## src/hdl/uip_map.vh

```
// register map, field positions, reset values and codes of the uart interrupt prioritizer
// assumes an avalon-mm slave with byte addressing of 32-bit registers
//
// Overview of operation
// - pending sources are ranked in six levels, level 1 most urgent
// - reading the identification register returns the code of the source ranked highest when the report was captured
// - while one interrupt awaits service, no other source is reported instead
// - a read clears only the reported interrupt; lower ones remain for later reads
// - line status is level 1, code 000110
// - received data available is level 2, code 000100
// - receive time-out is level 2, code 001100, bit 3 marks time-out
// - transmit holding empty is level 3 code 000010; modem status level 4 code 000000
// - received xoff or special character is level 5, code 010000
// - cts or rts change is level 6, code 100000
// - bits 7 and 6 read 1 with fifos enabled, else 0; reset 0
// - bits 5 and 4 active only with enhanced feature bit 4 set; reset 0
// - xoff indication in bit 4 holds 1 until xon characters arrive
// - bit 0 reads 0 while any interrupt pends, 1 when none; reset 1
// - in fifo mode, data interrupt raised when rx count equals trigger 1,4,8,14
`ifndef UIP_MAP_VH
`define UIP_MAP_VH

// byte addresses of the registers
`define UIP_ADDR_IDENT 4'h0
`define UIP_ADDR_FIFO_CTRL 4'h4
`define UIP_ADDR_ENH_CTRL 4'h8
`define UIP_ADDR_ENABLE 4'hc

// fifo control fields
`define UIP_FCR_EN 0
`define UIP_FCR_TRIG_HI 7
`define UIP_FCR_TRIG_LO 6
// enhanced feature enable bit
`define UIP_EFR_ENH 4

// reset values
`define UIP_RST_IDENT 8'h01
`define UIP_RST_FCR 8'h00
`define UIP_RST_EFR 8'h00
`define UIP_RST_IER 8'h00

// source indices in the pending vector
`define UIP_SRC_LSR 0
`define UIP_SRC_RXD 1
`define UIP_SRC_RTO 2
`define UIP_SRC_THR 3
`define UIP_SRC_MSR 4
`define UIP_SRC_XOF 5
`define UIP_SRC_FLW 6
`define UIP_NSRC 7

// identification codes for bits 5..0
`define UIP_CODE_LSR 6'h06
`define UIP_CODE_RXD 6'h04
`define UIP_CODE_RTO 6'h0c
`define UIP_CODE_THR 6'h02
`define UIP_CODE_MSR 6'h00
`define UIP_CODE_XOF 6'h10
`define UIP_CODE_FLW 6'h20
`define UIP_CODE_NONE 6'h01

// rx trigger levels in bytes
`define UIP_TRIG_0 5'h01
`define UIP_TRIG_1 5'h04
`define UIP_TRIG_2 5'h08
`define UIP_TRIG_3 5'h0e

`endif

```

## src/hdl/uip_top.v

```verilog
// uart interrupt prioritizer: latches source events, ranks them and reports
// the one most urgent when captured, through a read-to-clear identification register.
// assumes source events are one-cycle pulses from logic on CLK; xoff/xon pulses likewise
`timescale 1ns/1ps
`include "uip_map.vh"

module uip_top
(
  CLK,
  RST,
  AVS_ADDRESS,
  AVS_READ,
  AVS_WRITE,
  AVS_WRITEDATA,
  AVS_BYTEENABLE,
  AVS_READDATA,
  AVS_WAITREQUEST,
  AVS_RESPONSE,
  LINE_STATUS_SOURCE,
  RX_DATA_READY,
  RX_TIMEOUT,
  RX_COUNT,
  TX_HOLDING_EMPTY,
  MODEM_STATUS_SOURCE,
  XOFF_DETECTED,
  XON_DETECTED,
  SPECIAL_CHAR,
  FLOW_CHANGE,
  IRQ
);

  input wire CLK;
  input wire RST;
  input wire [3:0] AVS_ADDRESS;
  input wire AVS_READ;
  input wire AVS_WRITE;
  input wire [31:0] AVS_WRITEDATA;
  input wire [3:0] AVS_BYTEENABLE;
  output reg [31:0] AVS_READDATA;
  output reg AVS_WAITREQUEST;
  output reg [1:0] AVS_RESPONSE;
  input wire LINE_STATUS_SOURCE;
  input wire RX_DATA_READY;
  input wire RX_TIMEOUT;
  input wire [4:0] RX_COUNT;
  input wire TX_HOLDING_EMPTY;
  input wire MODEM_STATUS_SOURCE;
  input wire XOFF_DETECTED;
  input wire XON_DETECTED;
  input wire SPECIAL_CHAR;
  input wire FLOW_CHANGE;
  output reg IRQ;

  localparam ST_IDLE = 2'h0;
  localparam ST_ANS = 2'h1;
  localparam ST_DONE = 2'h2;

  reg [1:0] state_q;
  reg [7:0] fifo_control_q;
  reg [7:0] enhanced_feature_control_q;
  reg [7:0] enable_q;
  reg [6:0] pend_q;
  reg [6:0] pend_d;
  reg xoff_hold_q;
  reg [2:0] cur_sel_q;
  reg cur_valid_q;
  reg [5:0] cur_code_q;
  reg rx_trig_prev_q;

  wire rank_any;
  wire [2:0] rank_sel;
  wire [5:0] rank_code;
  wire trig_hit;
  wire fifo_mode;
  wire enh_mode;
  wire rx_event;
  wire [6:0] events;
  wire [6:0] gated;
  wire ident_read;
  wire [7:0] ident_value;

  assign fifo_mode = fifo_control_q[`UIP_FCR_EN];
  assign enh_mode = enhanced_feature_control_q[`UIP_EFR_ENH];

  uip_trig u_trig
  (
    .trig_sel(fifo_control_q[`UIP_FCR_TRIG_HI:`UIP_FCR_TRIG_LO]),
    .rx_count(RX_COUNT),
    .hit(trig_hit)
  );

  // fifo mode raises data interrupt on reaching the trigger, plain mode on each byte
  assign rx_event = fifo_mode ? (trig_hit & ~rx_trig_prev_q) : RX_DATA_READY;

  assign events = {FLOW_CHANGE & enh_mode, (XOFF_DETECTED | SPECIAL_CHAR) & enh_mode, MODEM_STATUS_SOURCE,
                   TX_HOLDING_EMPTY, RX_TIMEOUT & fifo_mode, rx_event, LINE_STATUS_SOURCE};

  // disabled sources stay latched but hidden, so enabling later exposes them
  assign gated = pend_q & enable_q[6:0];

  uip_rank u_rank
  (
    .pend(gated),
    .any(rank_any),
    .sel(rank_sel),
    .code(rank_code)
  );

  assign ident_read = (state_q == ST_ANS) && AVS_READ && (AVS_ADDRESS == `UIP_ADDR_IDENT);

  // the reported source is frozen while unserviced so a higher arrival cannot displace it
  assign ident_value = {fifo_mode, fifo_mode,
                        (cur_valid_q ? cur_code_q[5:4] : 2'h0) | {1'b0, xoff_hold_q & enh_mode},
                        cur_valid_q ? cur_code_q[3:0] : 4'h1};

  always @*
  begin
    pend_d = pend_q;
    if (ident_read && cur_valid_q)
      pend_d[cur_sel_q] = 1'b0;
    pend_d = pend_d | events; // set wins over the read clear
  end

  always @(posedge CLK)
  begin
    if (RST)
    begin
      state_q <= ST_IDLE;
      fifo_control_q <= `UIP_RST_FCR;
      enhanced_feature_control_q <= `UIP_RST_EFR;
      enable_q <= `UIP_RST_IER;
      pend_q <= 7'h00;
      xoff_hold_q <= 1'b0;
      cur_sel_q <= 3'h0;
      cur_valid_q <= 1'b0;
      cur_code_q <= 6'h00;
      rx_trig_prev_q <= 1'b0;
      AVS_READDATA <= 32'h00000000;
      AVS_WAITREQUEST <= 1'b1;
      AVS_RESPONSE <= 2'h0;
      IRQ <= 1'b0;
    end
    else
    begin
      rx_trig_prev_q <= trig_hit;
      pend_q <= pend_d;
      if (XOFF_DETECTED)
        xoff_hold_q <= 1'b1;
      else if (XON_DETECTED)
        xoff_hold_q <= 1'b0;
      // capture a new report only when nothing is awaiting service
      if (ident_read && cur_valid_q)
        cur_valid_q <= 1'b0;
      else if (!cur_valid_q && rank_any)
      begin
        cur_valid_q <= 1'b1;
        cur_sel_q <= rank_sel;
        cur_code_q <= rank_code;
      end
      IRQ <= |(pend_d & enable_q[6:0]);
      case (state_q)
        ST_IDLE:
        begin
          AVS_WAITREQUEST <= 1'b1;
          if (AVS_READ || AVS_WRITE)
            state_q <= ST_ANS;
        end
        ST_ANS:
        begin
          AVS_WAITREQUEST <= 1'b0;
          AVS_RESPONSE <= 2'h0;
          AVS_READDATA <= 32'h00000000;
          state_q <= ST_DONE;
          if (AVS_ADDRESS == `UIP_ADDR_IDENT)
          begin
            if (AVS_READ)
              AVS_READDATA <= {24'h000000, ident_value};
          end
          else if (AVS_ADDRESS == `UIP_ADDR_FIFO_CTRL)
          begin
            if (AVS_READ)
              AVS_READDATA <= {24'h000000, fifo_control_q};
            else if (AVS_BYTEENABLE[0])
              fifo_control_q <= AVS_WRITEDATA[7:0];
          end
          else if (AVS_ADDRESS == `UIP_ADDR_ENH_CTRL)
          begin
            if (AVS_READ)
              AVS_READDATA <= {24'h000000, enhanced_feature_control_q};
            else if (AVS_BYTEENABLE[0])
              enhanced_feature_control_q <= AVS_WRITEDATA[7:0];
          end
          else if (AVS_ADDRESS == `UIP_ADDR_ENABLE)
          begin
            if (AVS_READ)
              AVS_READDATA <= {24'h000000, enable_q};
            else if (AVS_BYTEENABLE[0])
              enable_q <= AVS_WRITEDATA[7:0];
          end
          else
            AVS_RESPONSE <= 2'h2;
        end
        default:
        begin
          AVS_WAITREQUEST <= 1'b1;
          state_q <= ST_IDLE;
        end
      endcase
    end
  end

endmodule

```

## src/hdl/uip_rank.v

```verilog
// priority encoder: picks the most urgent pending source and its code
// assumes the pending vector is registered on the same clock
`timescale 1ns/1ps
`include "uip_map.vh"

module uip_rank
(
  input wire [6:0] pend,
  output reg any,
  output reg [2:0] sel,
  output reg [5:0] code
);

  // lower index wins; time-out and data share level 2, time-out listed later
  always @*
  begin
    any = 1'b1;
    sel = 3'h0;
    code = `UIP_CODE_NONE;
    if (pend[`UIP_SRC_LSR])
    begin
      sel = `UIP_SRC_LSR;
      code = `UIP_CODE_LSR;
    end
    else if (pend[`UIP_SRC_RXD])
    begin
      sel = `UIP_SRC_RXD;
      code = `UIP_CODE_RXD;
    end
    else if (pend[`UIP_SRC_RTO])
    begin
      sel = `UIP_SRC_RTO;
      code = `UIP_CODE_RTO;
    end
    else if (pend[`UIP_SRC_THR])
    begin
      sel = `UIP_SRC_THR;
      code = `UIP_CODE_THR;
    end
    else if (pend[`UIP_SRC_MSR])
    begin
      sel = `UIP_SRC_MSR;
      code = `UIP_CODE_MSR;
    end
    else if (pend[`UIP_SRC_XOF])
    begin
      sel = `UIP_SRC_XOF;
      code = `UIP_CODE_XOF;
    end
    else if (pend[`UIP_SRC_FLW])
    begin
      sel = `UIP_SRC_FLW;
      code = `UIP_CODE_FLW;
    end
    else
      any = 1'b0;
  end

endmodule

```

## src/hdl/uip_trig.v

```verilog
// rx fifo trigger compare for the received data source
// assumes the rx count comes from logic on the same clock
`timescale 1ns/1ps
`include "uip_map.vh"

module uip_trig
(
  input wire [1:0] trig_sel,
  input wire [4:0] rx_count,
  output wire hit
);

  function [4:0] trig_level;
    input [1:0] s;
    begin
      case (s)
        2'h0: trig_level = `UIP_TRIG_0;
        2'h1: trig_level = `UIP_TRIG_1;
        2'h2: trig_level = `UIP_TRIG_2;
        default: trig_level = `UIP_TRIG_3;
      endcase
    end
  endfunction

  assign hit = (rx_count == trig_level(trig_sel));

endmodule

```

## config.mk

```make
export PLATFORM = sky130hd
export DESIGN_NAME = uip_top
export DESIGN_NICKNAME = d
export VERILOG_FILES = /design/src/hdl/uip_top.v /design/src/hdl/uip_rank.v /design/src/hdl/uip_trig.v
export VERILOG_INCLUDE_DIRS = /design/src /design/src/hdl
export SDC_FILE = /design/constraint.sdc
export NUM_CORES = 1
export LEC_CHECK = 0
export BUFFER_PORTS_ARGS = -buffer_cell sky130_fd_sc_hd__buf_2
export CORE_MARGIN = 8
export CORE_UTILIZATION = 50
export DETAILED_ROUTE_END_ITERATION = 8
export MAX_ROUTING_LAYER = met4
export PLACE_DENSITY = 0.8
export SYNTH_ARGS = -nofsm -noshare
export SYNTH_HDL_FRONTEND = slang
export SYNTH_HIERARCHICAL = 1
export SYNTH_SLANG_ARGS = --single-unit
export TNS_END_PERCENT = 20
```

## constraint.sdc

```tcl
create_clock -name CLK -period 2.35 [get_ports CLK]
set_input_delay 0.1175 -clock CLK [delete_from_list [all_inputs] [get_ports CLK]]
set_output_delay 0.1175 -clock CLK [all_outputs]
set_load 0.02 [all_outputs]
```

Word level (Yosys, flattened, before mapping):

Cells that the tools add are included.

* $lt $le $gt $ge: 2
* equality and inequality tests: 8
* multiplexer cells: 45
* bitwise operators: 18
* reduce and logical (&&, ||, !) cells: 17

Operators by type and width (number)
* two-way mux 32 bit: 3
* two-way mux 6 bit: 7
* two-way mux 8 bit: 5
* AND 7 bit: 3
* two-way mux 3 bit: 7
* two-way mux 1 bit: 12
* two-way mux 2 bit: 6
* one-hot mux 4 bit (3 select lines): 1
* equality test 4 bit (second input constant): 2
* two-way mux 7 bit: 1
* inverter 7 bit: 1
* OR 7 bit: 1
* AND reduction 7 bit: 1
* OR reduction 7 bit: 1
* inverter 1 bit: 6
* AND reduction 6 bit: 1
* AND 1 bit: 5
* equality test 5 x 4 -> 1 bit: 1
* logical AND 1 bit: 5
* AND reduction 5 bit: 1
* equality test 2 x 1 -> 1 bit (second input constant): 2
* equality test 4 x 3 -> 1 bit (second input constant): 1
* zero test 2 bit: 2
* zero test 4 bit: 1
* other kinds (14): 14

* bits in registers: 81
* input port bits: 58
* output and inout bits: 36
* word-level logic and storage cells: 104

Depth between registers and ports, before layout:

* depth after elaboration: 10
* mapped depth: 8
* depth with buffers taken out: 8

Hierarchy:

Netlist, hierarchy kept.

Modules (own cells, without submodules)
* uip_top: instances 1, cells each 296, area each 2592.5 µm², sequential area each 1121.1 µm²
* uip_rank: instances 1, cells each 18, area each 113.9 µm², sequential area each 0.0 µm²
* uip_trig: instances 1, cells each 10, area each 61.3 µm², sequential area each 0.0 µm²

Least setup slack after synthesis:

OpenSTA, ideal clock, no wires.

* path type: register -> register
* start: reg enable_q[1]
* end: reg cur_code_q[0]
* library setup time: 132 ps
* arrival time: 1928 ps
* required time: 2218 ps
* slack: 290 ps
* cell stages (with the launch flop): 8
* buffers on the path: 1
* clock period less this slack: 2060 ps
* cells stage by stage: dfxtp_1 > and2_1 > or4_4 > or4_1 > nor2b_1 > clkbuf_1 > nand2_1 > a21oi_1

* word-level cells in the longest chain between the ends: 5
* elaborated cells between the ends (all ways): 7
* those cells by class: mux: 4; bitwise: 1; reduce/logical: 2

RTL lines
* start: declaration: line uip_top.v:61 `reg [7:0] enable_q;`
* start signal: assignment: line uip_top.v:131 `` enable_q <= `UIP_RST_IER; ``
* start signal: assignment: line uip_top.v:198 `enable_q <= AVS_WRITEDATA[7:0];`
* AND 7 bit: line uip_top.v:99 `assign gated = pend_q & enable_q[6:0];`
* net gated[1]: line uip_top.v:78 `wire [6:0] gated;`
* two-way mux 1 bit: line uip_rank.v:25 `` else if (pend[`UIP_SRC_RXD]) ``
* two-way mux 1 bit: line uip_rank.v:20 `` if (pend[`UIP_SRC_LSR]) ``
* net rank_any: line uip_top.v:70 `wire rank_any;`
* logical AND 1 bit: line uip_top.v:154 `else if (!cur_valid_q && rank_any)`
* AND reduction 2 bit (no line)
* end signal: assignment: line uip_top.v:158 `cur_code_q <= rank_code;`
* end: declaration: line uip_top.v:67 `reg [5:0] cur_code_q;`

The timed path passes the listed nets, and every way through them passes these cells.
A chain may end at the register's enable or synchronous reset.

Worst setup path after layout:

* start: reg pend_q[2]
* end: reg cur_sel_q[2]

* word-level cells in the longest chain between the ends: 6
* elaborated cells between the ends (all ways): 9
* those cells by class: mux: 6; bitwise: 1; reduce/logical: 2

RTL lines
* start: declaration: line uip_top.v:62 `reg [6:0] pend_q;`
* start signal: assignment: line uip_top.v:146 `pend_q <= pend_d;`
* AND 7 bit: line uip_top.v:99
* net gated[2]: line uip_top.v:78
* two-way mux 1 bit: line uip_rank.v:30 `` else if (pend[`UIP_SRC_RTO]) ``
* two-way mux 1 bit: line uip_rank.v:25
* two-way mux 1 bit: line uip_rank.v:20
* net rank_any: line uip_top.v:70
* logical AND 1 bit: line uip_top.v:154
* AND reduction 2 bit (no line)
* end signal: assignment: line uip_top.v:157 `cur_sel_q <= rank_sel;`
* end: declaration: line uip_top.v:65 `reg [2:0] cur_sel_q;`

The timed path passes the listed nets, and every way through them passes these cells.

==> summary.md <==
| Metric | Value |
|---|---|
| IO buf count | `41` |
| Dpl ws | `0.179 ns` |
| Critical Path End Type | `flop` |
| DR top layer | `met4` |
| Asr flop ratio synth | `0` |
| Die height | `90.4 um` |
| Gp weighted congestion | `0.897` |
| Minimum clock period | `2.20 ns` |
| Area grow syn2layout | `12.0%` |
| Detailed-route wire length per cell | `15.1 um` |
| Gr ovfl total | `0` |
| Part of the cycle the worst path needs | `0.934` |
| DP Wirelength | `5.02 mm` |
| # resized after CTS | `0` |
| Row cnt | `27` |
| Vias per cell | `5.38` |
| WL met3 | `413 um` |
| Clk buf depth | `2` |
| Fmax | `456 MHz` |
| Antenna violation net count after detailed routing | `0` |
| Status | `finished, final reports clean` |
| Leak Pwr | `1.42 nW` |
| Number of global-route vias before repair | `2376` |
| CTS Hold Bufs | `0` |
| Global-route usage over all layers | `0.169` |
| RSZ-0062 raised after global routing | `no` |
| Seq/Total Area, Yosys | `0.405` |
| Post-Route M1 WL | `2.94 mm` |
| Cell area power density | `533 nW/um2` |
| IO Count | `94` |
| VDD IR max | `0.441 mV` |
| Die area | `8170 um2` |
| Post-synth cell types | `46` |
| CTS sink cnt | `56` |
| Critical Path RT | `2.59 ns` |
| Main synth FF type | `dfxtp_1` |
| Commonest non-fill, non-tap cell in the layout | `dfxtp_1` |
| Slew HR | `0.599` |
| Synth warnings | `6` |
| Share of cells above drive strength 1 | `0.194` |
| DRT iter0 DRCs | `282` |
| CP Max Fanout | `9` |
| First-pass GRT wire length | `11.2 mm` |
| TNS Setup | `0 ns` |
| Initial DRT Pass Iterations | `4` |
| Fin worst setup slack | `0.155 ns` |
| Nets@finish | `429` |
| Hold Violations, Final | `0` |
| Initial Util | `0.509` |
| Gate Count Post-Synth | `324` |
| Syn_area_per_cell | `8.54 um2` |
| CORE AREA | `5440 um2` |
| Flops & latches, synth | `56` |
| Startpoint Class | `flop` |
| CP arrival | `2.43 ns` |
| CTS tree | `built` |
| Die width | `90.4 um` |
| Setup violators final | `0` |
| Post-CTS setup buffers | `0` |
| Ant diodes | `0` |
| Worst-margin pin slew | `0.601 ns` |
| H-tree levels | `2` |
| Final WL | `6.69 mm` |
| Synthesized cell area | `2770 um2` |
| CTS root buffer | `clkbuf_8` |
| Drc violations | `0` |
| Max_cap viols | `0` |
| Worst hold path type | `in -> reg` |
| CP Class | `reg -> reg` |
| Met2 routed WL | `3.23 mm` |
| Num CTS Buffers | `5` |
| Commonest non-fill, non-tap cells in the layout | `56 x dfxtp_1, 49 x nor2_1, 41 x buf_2` |
| Largest net degree at the start of global routing | `56` |
| Final Skew | `0.00545 ns` |
| Clk_lat worst skew | `0.31 ns` |
| Vias | `2389` |
| Antenna violations before repair | `0` |
| Slew Limit Fails | `0` |
| Clock transition at path regs | `0.09 ns` |
| Post-synth EDFFs | `0` |
[sequential cells by signal, summed over array words and instances, names as in the netlist]
register	cells
fifo_control_q	8
AVS_WAITREQUEST	1
enhanced_feature_control_q	8
cur_valid_q	1
xoff_hold_q	1
IRQ	1
cur_code_q	6
rx_trig_prev_q	1
AVS_RESPONSE	1
enable_q	8
cur_sel_q	3
pend_q	7
state_q	2
AVS_READDATA	8
[final timing paths]
check / startpoint / endpoint / slack (ns) / cells after the start
min reg2reg: cur_code_q[5] / cur_code_q[5] / 0.46 / 2
max: pend_q[2] / cur_sel_q[2] / 0.15 / 6
max reg2reg: pend_q[2] / cur_sel_q[2] / 0.15 / 6
min: XOFF_DETECTED / xoff_hold_q / 0.03 / 3
[cell families (layout without fill, tap and decap cells)]
logic type	count (synthesis)	count (layout)	share of synthesized area
xor+xnor	1	1	0.00317
simple gates	132	132	0.236
compound gates	56	56	0.127
buf+inv	46	70	0.0967
mux	32	32	0.130
other cells	1	25	0.00135
flops	56	56	0.405
[Yosys cell counts, types with 3 or more instances]
cell type  number  area share
dfxtp_1        56        0.41
nor2_1         49       0.066
nand2_1        35       0.047
mux2i_1        28        0.10
buf_4          25       0.068
a21oi_1        24       0.043
and2_1          8       0.018
clkbuf_1        8       0.011
inv_1           8       0.011
o21ai_0         8       0.014
nor2b_1         6       0.014
nor3_1          6       0.011
a221oi_1        5       0.016
a22oi_1         5       0.014
buf_1           4      0.0054
nand2b_1        4      0.0090
nor4_1          4      0.0090
a41oi_1         3      0.0095
mux4_2          3       0.024
or4_1           3      0.0081
[layer usage]
layer	track usage	up-vias
li1	-	1181
met4	0.0527	0
met5	-	-
met1	0.201	1103
met2	0.273	93
met3	0.0424	12
[metrics by stage]
step	cell area [um2]	cells	util	power (mW)	hold WS, ns
2_1_floorplan	2860	348	-	1.12	0.235
3_3_place_gp	3010	436	0.554	1.14	0.334
3_5_place_dp	3010	436	0.554	1.15	0.341
4_1_cts	3100	444	0.570	1.65	0.0218
5_1_grt	3100	444	0.570	1.71	0.0289
6_report	3100	444	0.570	1.65	0.0282
[worst max-delay path: stages, from the launching register on]
cell and delay (ns):
dfxtp_1 0.33, and2_1 0.21, or4_4 0.56, or4_1 0.46
nand2_1 0.31, nand2_1 0.09, a21oi_1 0.17
[final cells by class]
| type | count | area [um2] |
|---|---|---|
| sequential | 56 | 1120 |
| tap | 72 | 90.1 |
| inverter | 8 | 30.0 |
| timing repair buffer | 54 | 303 |
| multi-input combinational | 246 | 1470 |
| clock buffer | 5 | 68.8 |
| clock inverter | 3 | 18.8 |
| fill | 502 | 2340 |
[where the power goes]
group          internal, mW  leakage, nW  switching (mW)
sequential            0.962        0.453         0.00862
combinational        0.0480        0.922           0.110
clock                 0.209       0.0479           0.317
Note: power is estimated with default switching activity, not from simulation.
